### config.mk
export PLATFORM = sky130hd
export DESIGN_NAME = pdk_panel
export DESIGN_NICKNAME = d
export VERILOG_FILES = /design/src/rtl/pdk_pkg.sv /design/src/rtl/pdk_panel.sv
export VERILOG_INCLUDE_DIRS = /design/src /design/src/rtl
export SDC_FILE = /design/constraint.sdc
export NUM_CORES = 1
export LEC_CHECK = 0
export BUFFER_PORTS_ARGS = -buffer_cell sky130_fd_sc_hd__buf_2
export CAP_MARGIN = 20
export CORE_MARGIN = 4
export CORE_UTILIZATION = 51
export DETAILED_ROUTE_END_ITERATION = 12
export PLACE_DENSITY = 0.71
export SYNTH_ARGS = -nofsm -noshare
export SYNTH_HDL_FRONTEND = slang
export SYNTH_SLANG_ARGS = --single-unit
### constraint.sdc
create_clock -name sys_clk -period 14.9 [get_ports sys_clk]
set_input_delay 0.745 -clock sys_clk [delete_from_list [all_inputs] [get_ports sys_clk]]
set_output_delay 0.745 -clock sys_clk [all_outputs]
set_load 0.02 [all_outputs]
### src/rtl/pdk_defines.svh
/*
 * Register offsets, field values, reset values and timing counts
 * for the panel dial and key-lock block.
 * Assumes a 100 MHz system clock and a 32-bit APB register bus.
 */
`ifndef PDK_DEFINES_SVH
`define PDK_DEFINES_SVH

`define PDK_REG_RUN_DIR 8'h00
`define PDK_REG_LANG 8'h04
`define PDK_REG_DIAL_LOCK 8'h08
`define PDK_REG_DIAL_STEP 8'h0c
`define PDK_REG_MAX_FREQ 8'h10
`define PDK_REG_EXT_DISP 8'h14
`define PDK_REG_WR_PROT 8'h18
`define PDK_REG_STATUS 8'h1c
`define PDK_REG_FREQ_CMD 8'h20
`define PDK_REG_SET_FREQ 8'h24
`define PDK_REG_DIAL_POS 8'h28

// Dial/lock selection codes (0, 1, 10, 11)
`define PDK_LOCK_FSET 8'h00
`define PDK_LOCK_POT 8'h01
`define PDK_LOCK_FSET_LK 8'h0a
`define PDK_LOCK_POT_LK 8'h0b
`define PDK_LOCK_AVAIL_BIT 3
`define PDK_LOCK_POT_BIT 0

// Dial step codes: off, 0.01, 0.1, 1, 10 (Hz)
`define PDK_STEP_OFF 3'h0
`define PDK_STEP_0P01 3'h1
`define PDK_STEP_0P1 3'h2
`define PDK_STEP_1 3'h3
`define PDK_STEP_10 3'h4
// Step sizes in 0.01 Hz units
`define PDK_INC_0P01 16'h0001
`define PDK_INC_0P1 16'h000a
`define PDK_INC_1 16'h0064
`define PDK_INC_10 16'h03e8
// 100.00 Hz, at or above which the step floor is 0.1 Hz
`define PDK_FLOOR_FREQ 16'h2710

`define PDK_RST_MAX_FREQ 16'h2ee0
`define PDK_LANG_MAX 3'h7
`define PDK_CLICKS_PER_TURN 5'h18

`define PDK_CLK_HZ 100000000
`define PDK_SAVE_S 10
`define PDK_HOLD_S 2
`define PDK_SAVE_CYCLES (`PDK_SAVE_S * `PDK_CLK_HZ)
`define PDK_HOLD_CYCLES (`PDK_HOLD_S * `PDK_CLK_HZ)

`endif

### src/rtl/pdk_pkg.sv
/*
 * Types shared by the panel dial and key-lock block.
 * Assumes the defines header is compiled alongside.
 */
package pdk_pkg;
    typedef struct packed {
        logic run;
        logic stop;
        logic mode;
        logic set;
        logic cw;
        logic ccw;
    } pdk_keys_t;

    typedef enum logic [1:0] {
        PDK_MONITOR,
        PDK_LOCKED,
        PDK_REJECT
    } pdk_disp_t;

    typedef struct packed {
        logic locked;
        logic lock_ind;
        logic reject_ind;
        logic [2:0] language;
    } pdk_ind_t;
endpackage

### src/rtl/pdk_panel.sv
/*
 * Front-panel dial and key-lock control: run direction, language code,
 * dial frequency setting, long-press lock, dial step, delayed store.
 * Assumes raw key and detent levels from pins, an APB master on sys_clk,
 * and a store that takes nv_data on the nv_write pulse.
 */
// The APB interface to the registers and the address map were left to the implementer.
// Behaviour
// - Run key starts forward when run direction is 0, reverse when 1.
// - A language code 0 to 7 is held and shown to the parameter unit.
// - Dial/lock 0,1,10,11 decode setting/pot mode and lock availability.
// - Potentiometer mode: dial changes frequency command directly, running or stopped.
// - Set frequency is stored to non-volatile memory 10 s after a change.
// - Dial raising is limited to the maximum frequency, initially 120 Hz.
// - With lock available, a 2 s mode hold locks dial and keys.
// - While locked, a further 2 s mode hold unlocks.
// - Locked shows lock mark; attempts show reject; monitor after 2 s idle.
// - Monitor display and stop key keep working while locked.
// - Step setting 0 gives 0.01 Hz per detent.
// - Step setting accepts off, 0.01, 0.1, 1, 10 as minimum change.
// - Each detent moves frequency by exactly one step.
// - One dial turn counts as 24 detents.
// - Direction, language, lock and step settings writable only with extended display 0.
// - Step setting stays writable while running regardless of write protect.
// - At 100 Hz or more the step is at least 0.1 Hz.
// - Step applies only to set-frequency edits, not other parameters.
`timescale 1ns/100ps
`include "pdk_defines.svh"

module pdk_panel #(
    parameter int unsigned SAVE_CYCLES = `PDK_SAVE_CYCLES,
    parameter int unsigned HOLD_CYCLES = `PDK_HOLD_CYCLES
) (
    input wire logic sys_clk,
    input wire logic rst,
    input wire logic ce,
    input wire logic [7:0] paddr,
    input wire logic psel,
    input wire logic penable,
    input wire logic pwrite,
    input wire logic [31:0] pwdata,
    output logic [31:0] prdata,
    output logic pready,
    output logic pslverr,
    input wire pdk_pkg::pdk_keys_t keys_raw,
    input wire logic param_edit,
    output logic motor_run,
    output logic motor_reverse,
    output logic [15:0] freq_cmd,
    output logic nv_write,
    output logic [15:0] nv_data,
    output logic param_inc,
    output logic param_dec,
    output pdk_pkg::pdk_ind_t ind
);
    import pdk_pkg::*;

    localparam int SW = $clog2(SAVE_CYCLES + 1);
    localparam int HW = $clog2(HOLD_CYCLES + 1);
    localparam int NK = 6;
    localparam int K_RUN = 5;
    localparam int K_STOP = 4;
    localparam int K_MODE = 3;
    localparam int K_SET = 2;
    localparam int K_CW = 1;
    localparam int K_CCW = 0;

    // The store guard below watches eight cycles, so the wait must outlast them
    if (SAVE_CYCLES < 8 || HOLD_CYCLES < 2) begin : g_chk
        $error("pdk_panel: store count below 8 or hold count below 2");
    end

    ////////////////////////////////////////////////////////////////////////
    // Settings
    logic run_dir;
    logic [2:0] lang;
    logic [7:0] dial_lock;
    logic [2:0] dial_step;
    logic [15:0] max_freq;
    logic ext_disp;
    logic [1:0] wr_prot;
    logic [15:0] set_freq;
    logic [15:0] pend_freq;
    logic [4:0] dial_pos;
    logic locked;
    logic save_pend;
    pdk_disp_t disp;

    ////////////////////////////////////////////////////////////////////////
    // Pin synchronisers: a level counts once stages two and three agree
    logic [NK-1:0] raw, s1, s2, s3, filt, filt_q, press;
    assign raw = keys_raw;

    genvar gi;
    for (gi = 0; gi < NK; gi++) begin : g_sync
        always_ff @(posedge sys_clk) begin
            if (rst) begin
                s1[gi] <= 1'b0;
                s2[gi] <= 1'b0;
                s3[gi] <= 1'b0;
                filt[gi] <= 1'b0;
                filt_q[gi] <= 1'b0;
            end else if (ce) begin
                s1[gi] <= raw[gi];
                s2[gi] <= s1[gi];
                s3[gi] <= s2[gi];
                if (s2[gi] == s3[gi]) begin
                    filt[gi] <= s3[gi];
                end
                filt_q[gi] <= filt[gi];
            end
        end
        assign press[gi] = filt[gi] & ~filt_q[gi];
    end

    ////////////////////////////////////////////////////////////////////////
    // Mode decode and key qualification
    logic lock_avail, pot_mode, click_up, click_dn, attempt;
    assign lock_avail = dial_lock[`PDK_LOCK_AVAIL_BIT];
    assign pot_mode = dial_lock[`PDK_LOCK_POT_BIT];
    // Both directions at once is noise from the detent contacts
    assign click_up = press[K_CW] & ~press[K_CCW] & ~locked;
    assign click_dn = press[K_CCW] & ~press[K_CW] & ~locked;
    assign attempt = locked & |{press[K_RUN], press[K_SET], press[K_CW], press[K_CCW]};

    ////////////////////////////////////////////////////////////////////////
    // Long press of the mode key
    logic [HW-1:0] hold_cnt;
    logic hold_done, long_press;
    assign long_press = filt[K_MODE] & ~hold_done & (hold_cnt == HW'(HOLD_CYCLES - 1));

    always_ff @(posedge sys_clk) begin
        if (rst) begin
            hold_cnt <= '0;
            hold_done <= 1'b0;
        end else if (ce) begin
            if (!filt[K_MODE]) begin
                hold_cnt <= '0;
                hold_done <= 1'b0;
            end else if (long_press) begin
                hold_done <= 1'b1; // One toggle per hold
            end else if (!hold_done) begin
                hold_cnt <= hold_cnt + 1'b1;
            end
        end
    end

    always_ff @(posedge sys_clk) begin
        if (rst) begin
            locked <= 1'b0;
        end else if (ce) begin
            if (!lock_avail) begin
                locked <= 1'b0;
            end else if (long_press) begin
                locked <= ~locked;
            end
        end
    end

    ////////////////////////////////////////////////////////////////////////
    // Lock and reject indication with idle timeout
    logic [HW-1:0] idle_cnt;
    logic idle_done;
    assign idle_done = idle_cnt == HW'(HOLD_CYCLES - 1);

    always_ff @(posedge sys_clk) begin
        if (rst) begin
            idle_cnt <= '0;
        end else if (ce) begin
            if (filt != '0) begin
                idle_cnt <= '0;
            end else if (!idle_done) begin
                idle_cnt <= idle_cnt + 1'b1;
            end
        end
    end

    always_ff @(posedge sys_clk) begin
        if (rst) begin
            disp <= PDK_MONITOR;
        end else if (ce) begin
            case (disp)
                PDK_MONITOR: begin
                    if (long_press && lock_avail && !locked) begin
                        disp <= PDK_LOCKED;
                    end else if (attempt) begin
                        disp <= PDK_REJECT;
                    end
                end
                PDK_LOCKED, PDK_REJECT: begin
                    if (!locked || (long_press && lock_avail)) begin
                        disp <= PDK_MONITOR;
                    end else if (attempt) begin
                        disp <= PDK_REJECT;
                    end else if (idle_done) begin
                        disp <= PDK_MONITOR;
                    end
                end
                default: disp <= PDK_MONITOR;
            endcase
        end
    end

    // Monitor outputs stay live whatever the lock state
    assign ind = '{locked, disp == PDK_LOCKED, disp == PDK_REJECT, lang};

    ////////////////////////////////////////////////////////////////////////
    // Run and stop keys
    always_ff @(posedge sys_clk) begin
        if (rst) begin
            motor_run <= 1'b0;
            motor_reverse <= 1'b0;
        end else if (ce) begin
            if (press[K_STOP]) begin
                motor_run <= 1'b0;
            end else if (press[K_RUN] && !locked) begin
                motor_run <= 1'b1;
                motor_reverse <= run_dir;
            end
        end
    end

    ////////////////////////////////////////////////////////////////////////
    // Dial step and new frequency
    logic [15:0] cur, inc, next_freq;
    logic [16:0] sum;
    logic edit_freq, freq_chg;
    assign cur = pot_mode ? freq_cmd : pend_freq;
    assign edit_freq = (click_up | click_dn) & ~param_edit;

    always_comb begin
        case (dial_step)
            `PDK_STEP_0P1: inc = `PDK_INC_0P1;
            `PDK_STEP_1: inc = `PDK_INC_1;
            `PDK_STEP_10: inc = `PDK_INC_10;
            default: inc = `PDK_INC_0P01;
        endcase
        if (cur >= `PDK_FLOOR_FREQ && inc < `PDK_INC_0P1) begin
            inc = `PDK_INC_0P1;
        end
        sum = {1'b0, cur} + {1'b0, inc};
        if (click_up) begin
            next_freq = (sum > {1'b0, max_freq}) ? max_freq : sum[15:0];
        end else begin
            next_freq = (cur > inc) ? cur - inc : 16'h0000;
        end
    end

    assign freq_chg = (edit_freq & pot_mode) | (press[K_SET] & ~locked & ~pot_mode);

    always_ff @(posedge sys_clk) begin
        if (rst) begin
            pend_freq <= 16'h0000;
            freq_cmd <= 16'h0000;
        end else if (ce) begin
            if (edit_freq) begin
                pend_freq <= next_freq;
                if (pot_mode) begin
                    freq_cmd <= next_freq;
                end
            end else if (press[K_SET] && !locked && !pot_mode) begin
                freq_cmd <= pend_freq;
            end
        end
    end

    always_ff @(posedge sys_clk) begin
        if (rst) begin
            param_inc <= 1'b0;
            param_dec <= 1'b0;
        end else if (ce) begin
            param_inc <= click_up & param_edit;
            param_dec <= click_dn & param_edit;
        end
    end

    always_ff @(posedge sys_clk) begin
        if (rst) begin
            dial_pos <= 5'h00;
        end else if (ce) begin
            if (press[K_CW] && !press[K_CCW]) begin
                dial_pos <= (dial_pos == `PDK_CLICKS_PER_TURN - 5'h01) ? 5'h00
                    : dial_pos + 5'h01;
            end else if (press[K_CCW] && !press[K_CW]) begin
                dial_pos <= (dial_pos == 5'h00) ? `PDK_CLICKS_PER_TURN - 5'h01
                    : dial_pos - 5'h01;
            end
        end
    end

    ////////////////////////////////////////////////////////////////////////
    // Delayed store; a fresh change restarts the wait
    logic [SW-1:0] save_cnt;

    always_ff @(posedge sys_clk) begin
        if (rst) begin
            save_cnt <= '0;
            save_pend <= 1'b0;
            nv_write <= 1'b0;
            nv_data <= 16'h0000;
            set_freq <= 16'h0000;
        end else if (ce) begin
            nv_write <= 1'b0;
            if (freq_chg) begin
                save_pend <= 1'b1;
                save_cnt <= '0;
            end else if (save_pend) begin
                if (save_cnt == SW'(SAVE_CYCLES - 1)) begin
                    save_pend <= 1'b0;
                    nv_write <= 1'b1;
                    nv_data <= freq_cmd;
                    set_freq <= freq_cmd;
                end else begin
                    save_cnt <= save_cnt + 1'b1;
                end
            end
        end
    end

    ////////////////////////////////////////////////////////////////////////
    // APB slave: data latched in setup, zero-wait access
    logic cap_done, err_q, wr_err, cfg_ok;
    logic [31:0] rd_val;
    assign pready = psel & penable & ce & cap_done;
    assign pslverr = pready & err_q;
    assign cfg_ok = ~ext_disp & ~(motor_run & (wr_prot == 2'h0));

    always_comb begin
        rd_val = 32'h0000_0000;
        wr_err = 1'b0;
        case (paddr)
            `PDK_REG_RUN_DIR: begin
                rd_val = {31'h0, run_dir};
                wr_err = ~cfg_ok | (pwdata[31:1] != '0);
            end
            `PDK_REG_LANG: begin
                rd_val = {29'h0, lang};
                wr_err = ~cfg_ok | (pwdata[31:3] != '0);
            end
            `PDK_REG_DIAL_LOCK: begin
                rd_val = {24'h0, dial_lock};
                wr_err = ~cfg_ok | !(pwdata == {24'h0, `PDK_LOCK_FSET}
                    || pwdata == {24'h0, `PDK_LOCK_POT}
                    || pwdata == {24'h0, `PDK_LOCK_FSET_LK}
                    || pwdata == {24'h0, `PDK_LOCK_POT_LK});
            end
            `PDK_REG_DIAL_STEP: begin
                rd_val = {29'h0, dial_step};
                // Running and write protect do not block this one
                wr_err = ext_disp | (pwdata > {29'h0, `PDK_STEP_10});
            end
            `PDK_REG_MAX_FREQ: begin
                rd_val = {16'h0, max_freq};
                wr_err = pwdata[31:16] != '0;
            end
            `PDK_REG_EXT_DISP: begin
                rd_val = {31'h0, ext_disp};
                wr_err = pwdata[31:1] != '0;
            end
            `PDK_REG_WR_PROT: begin
                rd_val = {30'h0, wr_prot};
                wr_err = pwdata[31:2] != '0;
            end
            `PDK_REG_STATUS: begin
                rd_val = {26'h0, save_pend, disp, motor_reverse, motor_run, locked};
                wr_err = 1'b1;
            end
            `PDK_REG_FREQ_CMD: begin
                rd_val = {16'h0, freq_cmd};
                wr_err = 1'b1;
            end
            `PDK_REG_SET_FREQ: begin
                rd_val = {16'h0, set_freq};
                wr_err = 1'b1;
            end
            `PDK_REG_DIAL_POS: begin
                rd_val = {27'h0, dial_pos};
                wr_err = 1'b1;
            end
            default: wr_err = 1'b1;
        endcase
    end

    always_ff @(posedge sys_clk) begin
        if (rst) begin
            cap_done <= 1'b0;
            err_q <= 1'b0;
            prdata <= 32'h0000_0000;
        end else if (ce) begin
            if (pready) begin
                cap_done <= 1'b0;
            end else if (psel && !cap_done) begin
                cap_done <= 1'b1;
                prdata <= pwrite ? 32'h0000_0000 : rd_val;
                err_q <= pwrite ? wr_err : (wr_err & (paddr > `PDK_REG_DIAL_POS
                    || paddr[1:0] != 2'h0));
            end
        end
    end

    always_ff @(posedge sys_clk) begin
        if (rst) begin
            run_dir <= 1'b0;
            lang <= 3'h0;
            dial_lock <= `PDK_LOCK_FSET;
            dial_step <= `PDK_STEP_OFF;
            max_freq <= `PDK_RST_MAX_FREQ;
            ext_disp <= 1'b0;
            wr_prot <= 2'h0;
        end else if (pready && pwrite && !err_q) begin
            case (paddr)
                `PDK_REG_RUN_DIR: run_dir <= pwdata[0];
                `PDK_REG_LANG: lang <= pwdata[2:0];
                `PDK_REG_DIAL_LOCK: dial_lock <= pwdata[7:0];
                `PDK_REG_DIAL_STEP: dial_step <= pwdata[2:0];
                `PDK_REG_MAX_FREQ: max_freq <= pwdata[15:0];
                `PDK_REG_EXT_DISP: ext_disp <= pwdata[0];
                `PDK_REG_WR_PROT: wr_prot <= pwdata[1:0];
                default: ;
            endcase
        end
    end
endmodule

* Word level (Yosys, flattened, before mapping)
Index checks and enable logic that the tools add are counted.
W data, S select, Z words.
** Cells by class
- Add/sub/neg operators :: 7
- $lt $le $gt $ge :: 6
- Eq/ne operators :: 37
- Mux-type cells :: 45
- Bitwise gates (word level) :: 48
- Reductions and logical operators :: 68
** Operator list (count)
- $pmux W16 S11 :: 1
- $mux W28 :: 5
- $mux W16 :: 8
- $mux W30 :: 3
- $eq A32 B4 Y1 const B :: 2
- $add A28 B1 Y28 const B :: 2
- $eq A28 B28 Y1 const B :: 2
- $reduce_and A2 Y1 :: 20
- $eq A32 B1 Y1 const B :: 1
- $eq A8 B5 Y1 const B :: 4
- $gt A32 B3 Y1 const B :: 1
- $logic_not A32 Y1 :: 1
- $mux W32 :: 1
- $reduce_bool A31 Y1 :: 1
- $add A30 B1 Y30 const B :: 1
- $eq A30 B30 Y1 const B :: 1
- $pmux W10 S3 :: 1
- $reduce_bool A30 Y1 :: 1
- $reduce_bool A29 Y1 :: 1
- $and A1 B1 Y1 :: 25
- $eq A8 B6 Y1 const B :: 3
- $mux W5 :: 4
- $reduce_and A3 Y1 :: 6
- $add A16 B16 Y17 :: 1
- other kinds (38) :: 115
** Storage, ports and cells
- Register bits :: 246
- Input bits :: 53
- Output and inout bits :: 77
- Word-level logic and storage cells :: 266

* Logic depth before layout (Yosys ltp)
Gate-level depths: netlist (run 1).
- Depth after elaboration :: 11
- Mapped depth :: 28
- Mapped depth without buffers :: 23

* Worst setup path before layout (run 1)
OpenSTA, ideal clock, no wires.
- Path kind :: reg2reg
- Start point :: register dial_lock[0]
- End point :: register freq_cmd[7]
- Setup time :: 0.091 ns
- Arrival time :: 5.569 ns
- Required time :: 14.809 ns
- Slack :: 9.240 ns
- Stages on the path, launching flop included :: 27
- Buffers on the path :: 4
- Clock period less this slack :: 5.660 ns
- Cells stage by stage :: dfxtp_1 -> buf_2 -> buf_2 -> mux2_2 -> nor4_1 -> o311a_1 -> o21ai_0 -> nor3_1 -> ha_1 -> inv_1 -> fa_1 -> or3b_1 -> a211oi_2 -> o21ai_1 -> o31a_1 -> xnor2_1 -> ha_1 -> and2_1 -> a221o_1 -> a31oi_1 -> nand3_1 -> a2bb2oi_1 -> buf_6 -> buf_6 -> nand3_1 -> o31a_1 -> a311oi_1
** On the way
- Cells in the longest elaborated chain, start to end :: 10
- Elaborated cells on any way between the ends :: 18
- Classes of those cells :: 2 x add/sub; 3 x order compare; 1 x eq/ne; 7 x mux; 5 x reduce/logical
** RTL lines
- start, declared :: line pdk_panel.sv:77 : logic [7:0] dial_lock;
- start signal, assigned :: line pdk_panel.sv:405 : dial_lock <= `PDK_LOCK_FSET;
- start signal, assigned :: line pdk_panel.sv:414 : `PDK_REG_DIAL_LOCK: dial_lock <= pwdata[7:0];
- $mux W16 :: line pdk_panel.sv:228 : assign cur = pot_mode ? freq_cmd : pend_freq;
- $ge A16 B14 Y1 (no source line)
- $logic_and A1 B1 Y1 (no source line)
- $mux W16 :: line pdk_panel.sv:238 : if (cur >= `PDK_FLOOR_FREQ && inc < `PDK_INC_0P1) begin
- $add A16 B16 Y17 :: line pdk_panel.sv:241 : sum = {1'b0, cur} + {1'b0, inc};
- $gt A17 B16 Y1 :: line pdk_panel.sv:243 : next_freq = (sum > {1'b0, max_freq}) ? max_freq : sum[15:0];
- $mux W16 :: line pdk_panel.sv:243
- $mux W16 :: line pdk_panel.sv:242 : if (click_up) begin
- $mux W16 :: line pdk_panel.sv:258 : if (pot_mode) begin
- $mux W16 :: line pdk_panel.sv:256 : if (edit_freq) begin
- end signal, assigned :: line pdk_panel.sv:259 : freq_cmd <= next_freq;
- end signal, assigned :: line pdk_panel.sv:262 : freq_cmd <= pend_freq;
- end, declared :: line pdk_panel.sv:49 : output logic [15:0] freq_cmd,
Parallel ways exist; a longest one is shown, timed or not. The select of a mux whose other input is x is not followed.
A chain may end at the register's enable or synchronous reset.

* Worst setup path in the final report (run 1)
- Start point :: register dial_lock[0]
- End point :: register freq_cmd[1]
The elaborated chain is that of the path after synthesis.

==> flow_summary.json, run 1 <==
{
  "status": "finished, final reports clean",
  "setup_violations": 0,
  "clkPwrFrac": 0.501,
  "total_power_uw": 1327,
  "synth_xor_area_frac": 0.07050,
  "hold_path.class": "input port to flip-flop",
  "slew_viol_final": 0,
  "synth_top_family_by_area": "simple AND/OR/NAND/NOR gates",
  "io_pins": 130,
  "critical_path_arrival_ps": 7230,
  "grt-ovfl-total": 0,
  "cp_slowest_stage_delay_ps": 450,
  "gp_congestion": 0.9719,
  "postCtsHoldBufs": 0,
  "dp.cells": 1915,
  "antenna_found_initial": 2,
  "synthFlopType": "dfxtp_1",
  "area_delta_synth_final_pct": 12.98,
  "drive_gt1_frac": 0.1305,
  "die-area_um2": 27180,
  "synth_common_cells": "dfxtp_1 (230), nor2_1 (214), nand2_1 (159), a21oi_1 (93), nand3_1 (73)",
  "cts_tree": "yes",
  "start_kind": "flip-flop",
  "synth_top_cell_by_area": "dfxtp_1",
  "fin_crit_sh": 0.4562,
  "slew_headroom": 0.3162,
  "numClockSinks": 230,
  "yosysWarnings": 0,
  "grt_pass1_wl_um": 55980,
  "postCtsSetupRepairBufs": 0,
  "cts.clk_slew.worst_paths_ps": 60,
  "synth.most_common_cell": "dfxtp_1",
  "stdcell_count": 1964,
  "dpl-instance-area_um2": 13270,
  "fin_util": 0.5846,
  "worstPathRequired_ps": 15340,
  "die_y_um": 164.9,
  "crit_fanout": 24,
  "worstSetupEndpointType": "flip-flop",
  "synth_simple_gate_area_frac": 0.2396,
  "grt_start_max_net_pins": 99,
  "wl_um": 35590,
  "crit_type": "flip-flop to flip-flop",
  "synth_top_area_share": 0.3670,
  "initial_core_util": 0.5174,
  "p_leak_uw": 0.005565,
  "syn_area_um2": 12550,
  "grt_use_total": 0.2528,
  "swShare": 0.2218,
  "ir_worst_vdd_uv": 85.15,
  "antenna_left": 0,
  "synth_edf_count": 0,
  "maxUsedRoutingLayer": "met5",
  "worstMarginPinSlew_ps": 1019,
  "p_int_uw": 1033,
  "drv_cap": 0,
  "synth-adder-area-share": 0.04906,
  "worstHoldEndpoint": "s1[4]$_SDFFE_PP0P_",
  "synth-seq-cells": 230,
  "clock_latency_ps": 540,
  "cts-root-buf": "clkbuf_16",
  "setup-tns-final_ps": 0,
  "finClkSkew_ps": 19.36,
  "nets": 1721,
  "reg2reg_to": "freq_cmd[1]$_SDFFE_PP0P_",
  "synth-seq-area-share": 0.3670,
  "min_period_ps": 6797,
  "cts_buffers": 26,
  "numPortBuffers": 113,
  "hold_violations": 0,
  "min_path_cells": 3,
  "comb_power_share": 0.032,
  "design_area_um2": 14180,
  "grt_pass1_vias": 10570,
  "dieWidth_um": 164.9,
  "seqPwrFrac": 0.467,
  "ff2ff_path_depth": 24,
  "fmax_ghz": 0.1471,
  "postCtsResizedCells": 0,
  "synth_area_leaders": "dfxtp_1 (37%), nor2_1 (6.4%), nand2_1 (4.8%)",
  "wl_met2_um": 15140,
  "switchingPower_uw": 294.4,
  "htree_levels": 1,
  "synth_mux_area_frac": 0.05026,
  "synth_async_sr_flop_share": 0,
  "core_area_um2": 24250,
  "met1Wirelength_um": 16500,
  "post-dp-hpwl_um": 25690,
  "drt_iter0_markers": 1041,
  "post_synth_num_cell_types": 84,
  "powerDensity_nw_per_um2": 93.64,
  "synth-compound-area-share": 0.1700,
  "via_per_inst": 5.802,
  "grt_setup_unrepaired": "false",
  "syn_avg_cell_area_um2": 8.147,
  "drc": 0,
  "wl_per_cell_um": 18.12,
  "first_pass_iters": 6,
  "diodes": 0,
  "crit_path_cell_trace": "buf_4 > mux2_2 > nor4_1 > o311a_1 > o21ai_0 > a21oi_1 > a211oi_1 > inv_1 > fa_1 > or3b_1 > a211oi_2 > o21ai_1 > o31a_1 > xnor2_1 > ha_1 > and2_1 > a221o_1 > a31oi_1 > nand3_1 > a2bb2oi_2 > buf_4 > mux2i_1 > a211oi_1 > o31ai_1",
  "core.rowCount": 57,
  "r2r_start": "dial_lock[0]$_SDFFE_PP0P_",
  "vias": 11400,
  "cts_buffer_depth": 3,
  "critPathSlowestCell": "fa_1",
  "r2r_setup_slack_ps": 8100,
  "wl_met3_um": 3190,
  "synthCells": 1540,
  "hp-start": "keys_raw[4]"
}
## worst max path at each step
stage                              start                        to  slack (ps)
2_1_floorplan  dial_lock[0]$_SDFFE_PP0P_  freq_cmd[7]$_SDFFE_PP0P_        9240
3_3_place_gp   dial_lock[0]$_SDFFE_PP0P_  freq_cmd[1]$_SDFFE_PP0P_        8330
3_5_place_dp   dial_lock[0]$_SDFFE_PP0P_  freq_cmd[1]$_SDFFE_PP0P_        8250
4_1_cts        dial_lock[0]$_SDFFE_PP0P_  freq_cmd[1]$_SDFFE_PP0P_        8180
5_1_grt        dial_lock[0]$_SDFFE_PP0P_  freq_cmd[1]$_SDFFE_PP0P_        7630
6_report       dial_lock[0]$_SDFFE_PP0P_  freq_cmd[1]$_SDFFE_PP0P_        8100
## state kept, by name, summed over array words and instances (netlist names), 16 cells and up
register / count
prdata: 16
hold_cnt: 28
freq_cmd: 16
set_freq: 16
max_freq: 16
save_cnt: 30
idle_cnt: 28
pend_freq: 16
## stage by stage
stage / hold slack, ps / worst slack [ps]
2_1_floorplan: 435.7 / 9240
3_3_place_gp: 440.3 / 8328
3_5_place_dp: 444.9 / 8253
4_1_cts: 425.2 / 8179
5_1_grt: 432.6 / 7630
6_report: 437.9 / 8103
## final cells by class
class | count | area, um2
tap | 324 | 405.4
sequential | 230 | 4604
fill | 2231 | 10070
clock buffer | 35 | 744.5
timing repair buffer | 133 | 718.2
clock inverter | 13 | 157.7
inverter | 55 | 206.4
multi-input combinational | 1174 | 7340
## cells in the final DEF (no fill, tap or decap), types with 47 or more instances in the layout
cell type and n:
xnor2_1 49, buf_2 112, nor2_1 213, mux2i_1 47
nand3_1 73, nand2_1 159, dfxtp_1 230, a21oi_1 93
inv_1 55, xor2_1 52
## critical path, delay by kind of cell (launching register included)
| family | cells | cell delay (ps) |
|---|---|---|
| fa+ha+maj | 2 | 710 |
| simple gates | 4 | 750 |
| flops | 1 | 340 |
| compound gates | 12 | 3170 |
| xor+xnor | 1 | 220 |
| mux | 2 | 570 |
| buf+inv | 3 | 900 |
## metal layers
metal  track usage  vias up
li1              -     5607
met3       0.06913       47
met5             0        -
met4       0.05633        2
met1        0.3638     5360
met2        0.3789      379
## cells by family (layout without fill, tap and decap cells)
| group | count (synthesis) | count (layout) |
|---|---|---|
| simple gates | 635 | 635 |
| compound gates | 313 | 313 |
| flops | 230 | 230 |
| buf+inv | 151 | 236 |
| xor+xnor | 101 | 101 |
| mux | 61 | 61 |
| fa+ha+maj | 48 | 48 |
| other cells | 1 | 16 |
## power groups by stage
stage | clock network [uW] | logic (uW) | registers, uW
floorplan | 0 | 30.3 | 633
global placement | 0 | 42.3 | 633
detailed placement | 0 | 42.6 | 633
CTS | 676 | 42.8 | 620
global route | 702 | 47.2 | 620
finish | 665 | 43.0 | 620
Note: power is estimated with default switching activity, not from simulation.
==> run 2, diff against run 1 <==
- PLACE_DENSITY: 0.71 -> 0.73
- clock period: 14.9 -> 6.1 ns (I/O delays scaled with it)
==> run 2 against run 1 <==
Core utilization rose by 1.1 points. Wire length rose by 0.15%. Total power rose by 150%. Fmax rose by 16%. Combinational power rose by 150%. Die area did not move. Critical path depth fell by 1. Non-clock buffer count rose by 21. Largest cell class unchanged.
==> flow_summary.json, run 2 (synthesized netlist as in run 1, its figures left out) <==
{
  "clock_latency_ps": 540,
  "ff2ff_path_depth": 23,
  "regMostFlops": "save_cnt",
  "wl_per_cell_um": 17.96,
  "design_area_um2": 14450,
  "gp_congestion": 0.9472,
  "via_per_inst": 5.866,
  "min_period_ps": 5882,
  "fin_crit_sh": 0.9643,
  "critical_path_arrival_ps": 6260,
  "hold_path.class": "input port to flip-flop",
  "core_area_um2": 24250,
  "cts.clk_slew.worst_paths_ps": 60,
  "cts_buffer_depth": 3,
  "nFillCells": 2177,
  "slew_viol_final": 0,
  "worstSetupEndpointType": "flip-flop",
  "r2r_setup_slack_ps": 220,
  "area_delta_synth_final_pct": 15.20,
  "wl_um": 35640,
  "dpl-instance-area_um2": 13410,
  "finClkSkew_ps": 27.62,
  "drc": 0,
  "powerDensity_nw_per_um2": 226.1,
  "seqPwrFrac": 0.463,
  "final_cell_mix": "dfxtp_1 (229), nor2_1 (213), nand2_1 (159)",
  "cts_buffers": 26,
  "numPortBuffers": 113,
  "antenna_left": 0,
  "grt_start_max_net_pins": 71,
  "cts-root-buf": "clkbuf_16",
  "p_leak_uw": 0.005695,
  "p_int_uw": 2534,
  "setup_violations": 0,
  "fmax_ghz": 0.1700,
  "comb_power_share": 0.033,
  "numClockSinks": 230,
  "ir_worst_vdd_uv": 197.2,
  "reg_top3": "save_cnt (30), hold_cnt (28), idle_cnt (28)",
  "slew_headroom": 0.2315,
  "die_y_um": 164.9,
  "grt_pass1_vias": 10830,
  "initial_core_util": 0.5174,
  "crit_type": "flip-flop to flip-flop",
  "diodes": 0,
  "largest_reg_flops": 30,
  "grt_use_total": 0.2522,
  "grt-ovfl-total": 0,
  "core.rowCount": 57,
  "grt_pass1_wl_um": 56270,
  "vias": 11650,
  "setup-tns-final_ps": 0,
  "nets": 1742,
  "cp-startpoint": "dial_lock[0]$_SDFFE_PP0P_",
  "die-area_um2": 27180,
  "first_pass_iters": 6,
  "drive_gt1_frac": 0.1487,
  "worstMarginPinSlew_ps": 1145,
  "r2r_start": "dial_lock[0]$_SDFFE_PP0P_",
  "htree_levels": 1,
  "cts_tree": "yes",
  "dieWidth_um": 164.9,
  "worstPathRequired_ps": 6480,
  "post-dp-hpwl_um": 25840,
  "total_power_uw": 3268,
  "drv_cap": 0,
  "hold_violations": 0,
  "io_pins": 130,
  "crit_end": "freq_cmd[11]$_SDFFE_PP0P_",
  "drt_iter0_markers": 1139,
  "status": "finished, final reports clean",
  "swShare": 0.2245,
  "switchingPower_uw": 733.7,
  "crit_fanout": 12,
  "antenna_found_initial": 2,
  "start_kind": "flip-flop",
  "clkPwrFrac": 0.504,
  "reg2reg_to": "freq_cmd[11]$_SDFFE_PP0P_",
  "layout_commonest_cell": "dfxtp_1"
}
-- run 2: changes by cell type in the layout (fill, tap and decap cells not counted), moves of 2 or more --
| cell | change |
|---|---|
| nor3_2 | +2 |
| nor4_1 | -2 |
| nor3_1 | -2 |
| clkbuf_1 | -3 |
| clkbuf_8 | -3 |
| buf_4 | +16 |
| clkinvlp_4 | +3 |
| dlygate4sd3_1 | +3 |
| o21ai_2 | +2 |
-- run 2: layout make-up --
cell class,instances,area [um2],share of cell area
Sequential cell,230,4608,0.3188
Multi-Input combinational cell,1174,7415,0.5130
Tap cell,324,405.4,0.02805
Clock inverter,19,227.7,0.01575
Inverter,55,206.4,0.01428
Clock buffer,29,691.9,0.04787
Timing Repair Buffer,154,899.6,0.06224
-- run 2: how the worst min path moves through the flow --
| stage | depth (start not counted) | start | to | slack (ps) |
|---|---|---|---|---|
| 2_1_floorplan | 2 | s3[0]$_SDFFE_PP0P_ | filt[0]$_SDFFE_PP0P_ | 440 |
| 3_3_place_gp | 2 | prdata[13]$_SDFFE_PP0P_ | prdata[13]$_SDFFE_PP0P_ | 440 |
| 3_5_place_dp | 2 | prdata[8]$_SDFFE_PP0P_ | prdata[8]$_SDFFE_PP0P_ | 450 |
| 4_1_cts | 3 | pwdata[12] | max_freq[12]$_SDFFE_PP0P_ | 5 |
| 6_report | 3 | keys_raw[4] | s1[4]$_SDFFE_PP0P_ | 10 |
| 5_1_grt | 3 | pwdata[12] | max_freq[12]$_SDFFE_PP0P_ | 7 |
-- run 2: worst max-delay path, cell delays in order (launching register included) --
cell and delay (ps):
dfxtp_4 400, mux2_2 380, nor4_4 350, o311a_1 240
o21ai_2 80, nor3_2 230, ha_2 250, inv_1 60
fa_1 390, or3b_1 380, a211oi_2 290, o21ai_2 130
o31a_1 370, xnor2_2 170, ha_1 270, and2_1 150
a221o_1 330, a31oi_2 210, nand3_1 150, a2bb2oi_4 210
buf_6 170, o32ai_1 80, a31oi_1 290, o221ai_1 140
-- run 2: per-stage QoR --
stage	util	hold slack (ps)	std cells	setup WS [ps]
after floorplan	-	435.7	1555	439.9
after global placement	0.5529	439.9	1932	-22.72
after global routing	0.5961	6.944	1985	-43.17
after detailed placement	0.5529	445.7	1932	-121.9
final	0.5961	10.49	1985	217.9
after CTS	0.5926	4.835	1983	72.93
-- run 2: power by group through the flow --
stage	Clock [uW]	Sequential [uW]	Combinational (uW)
after floorplan	0	1550	74.0
final	1650	1510	106
after detailed placement	0	1550	103
after global placement	0	1550	103
after CTS	1670	1510	105
after global routing	1740	1510	116
-- run 2: routing by layer --
metal	wire length, um	vias to the layer above	track usage
met5	19	-	0
met4	565	4	0.05369
met3	3841	48	0.06863
met2	15670	487	0.3886
met1	15540	5454	0.3551
li1	-	5652	-
-- run 2: what timing repair did --
item	CTS	global route
hold buffers	3	0
pin swaps	0	3
setup buffers	0	1
hold endpoints to repair	3	0
gates resized for setup	4	13
endpoints found under the setup margin	29	32
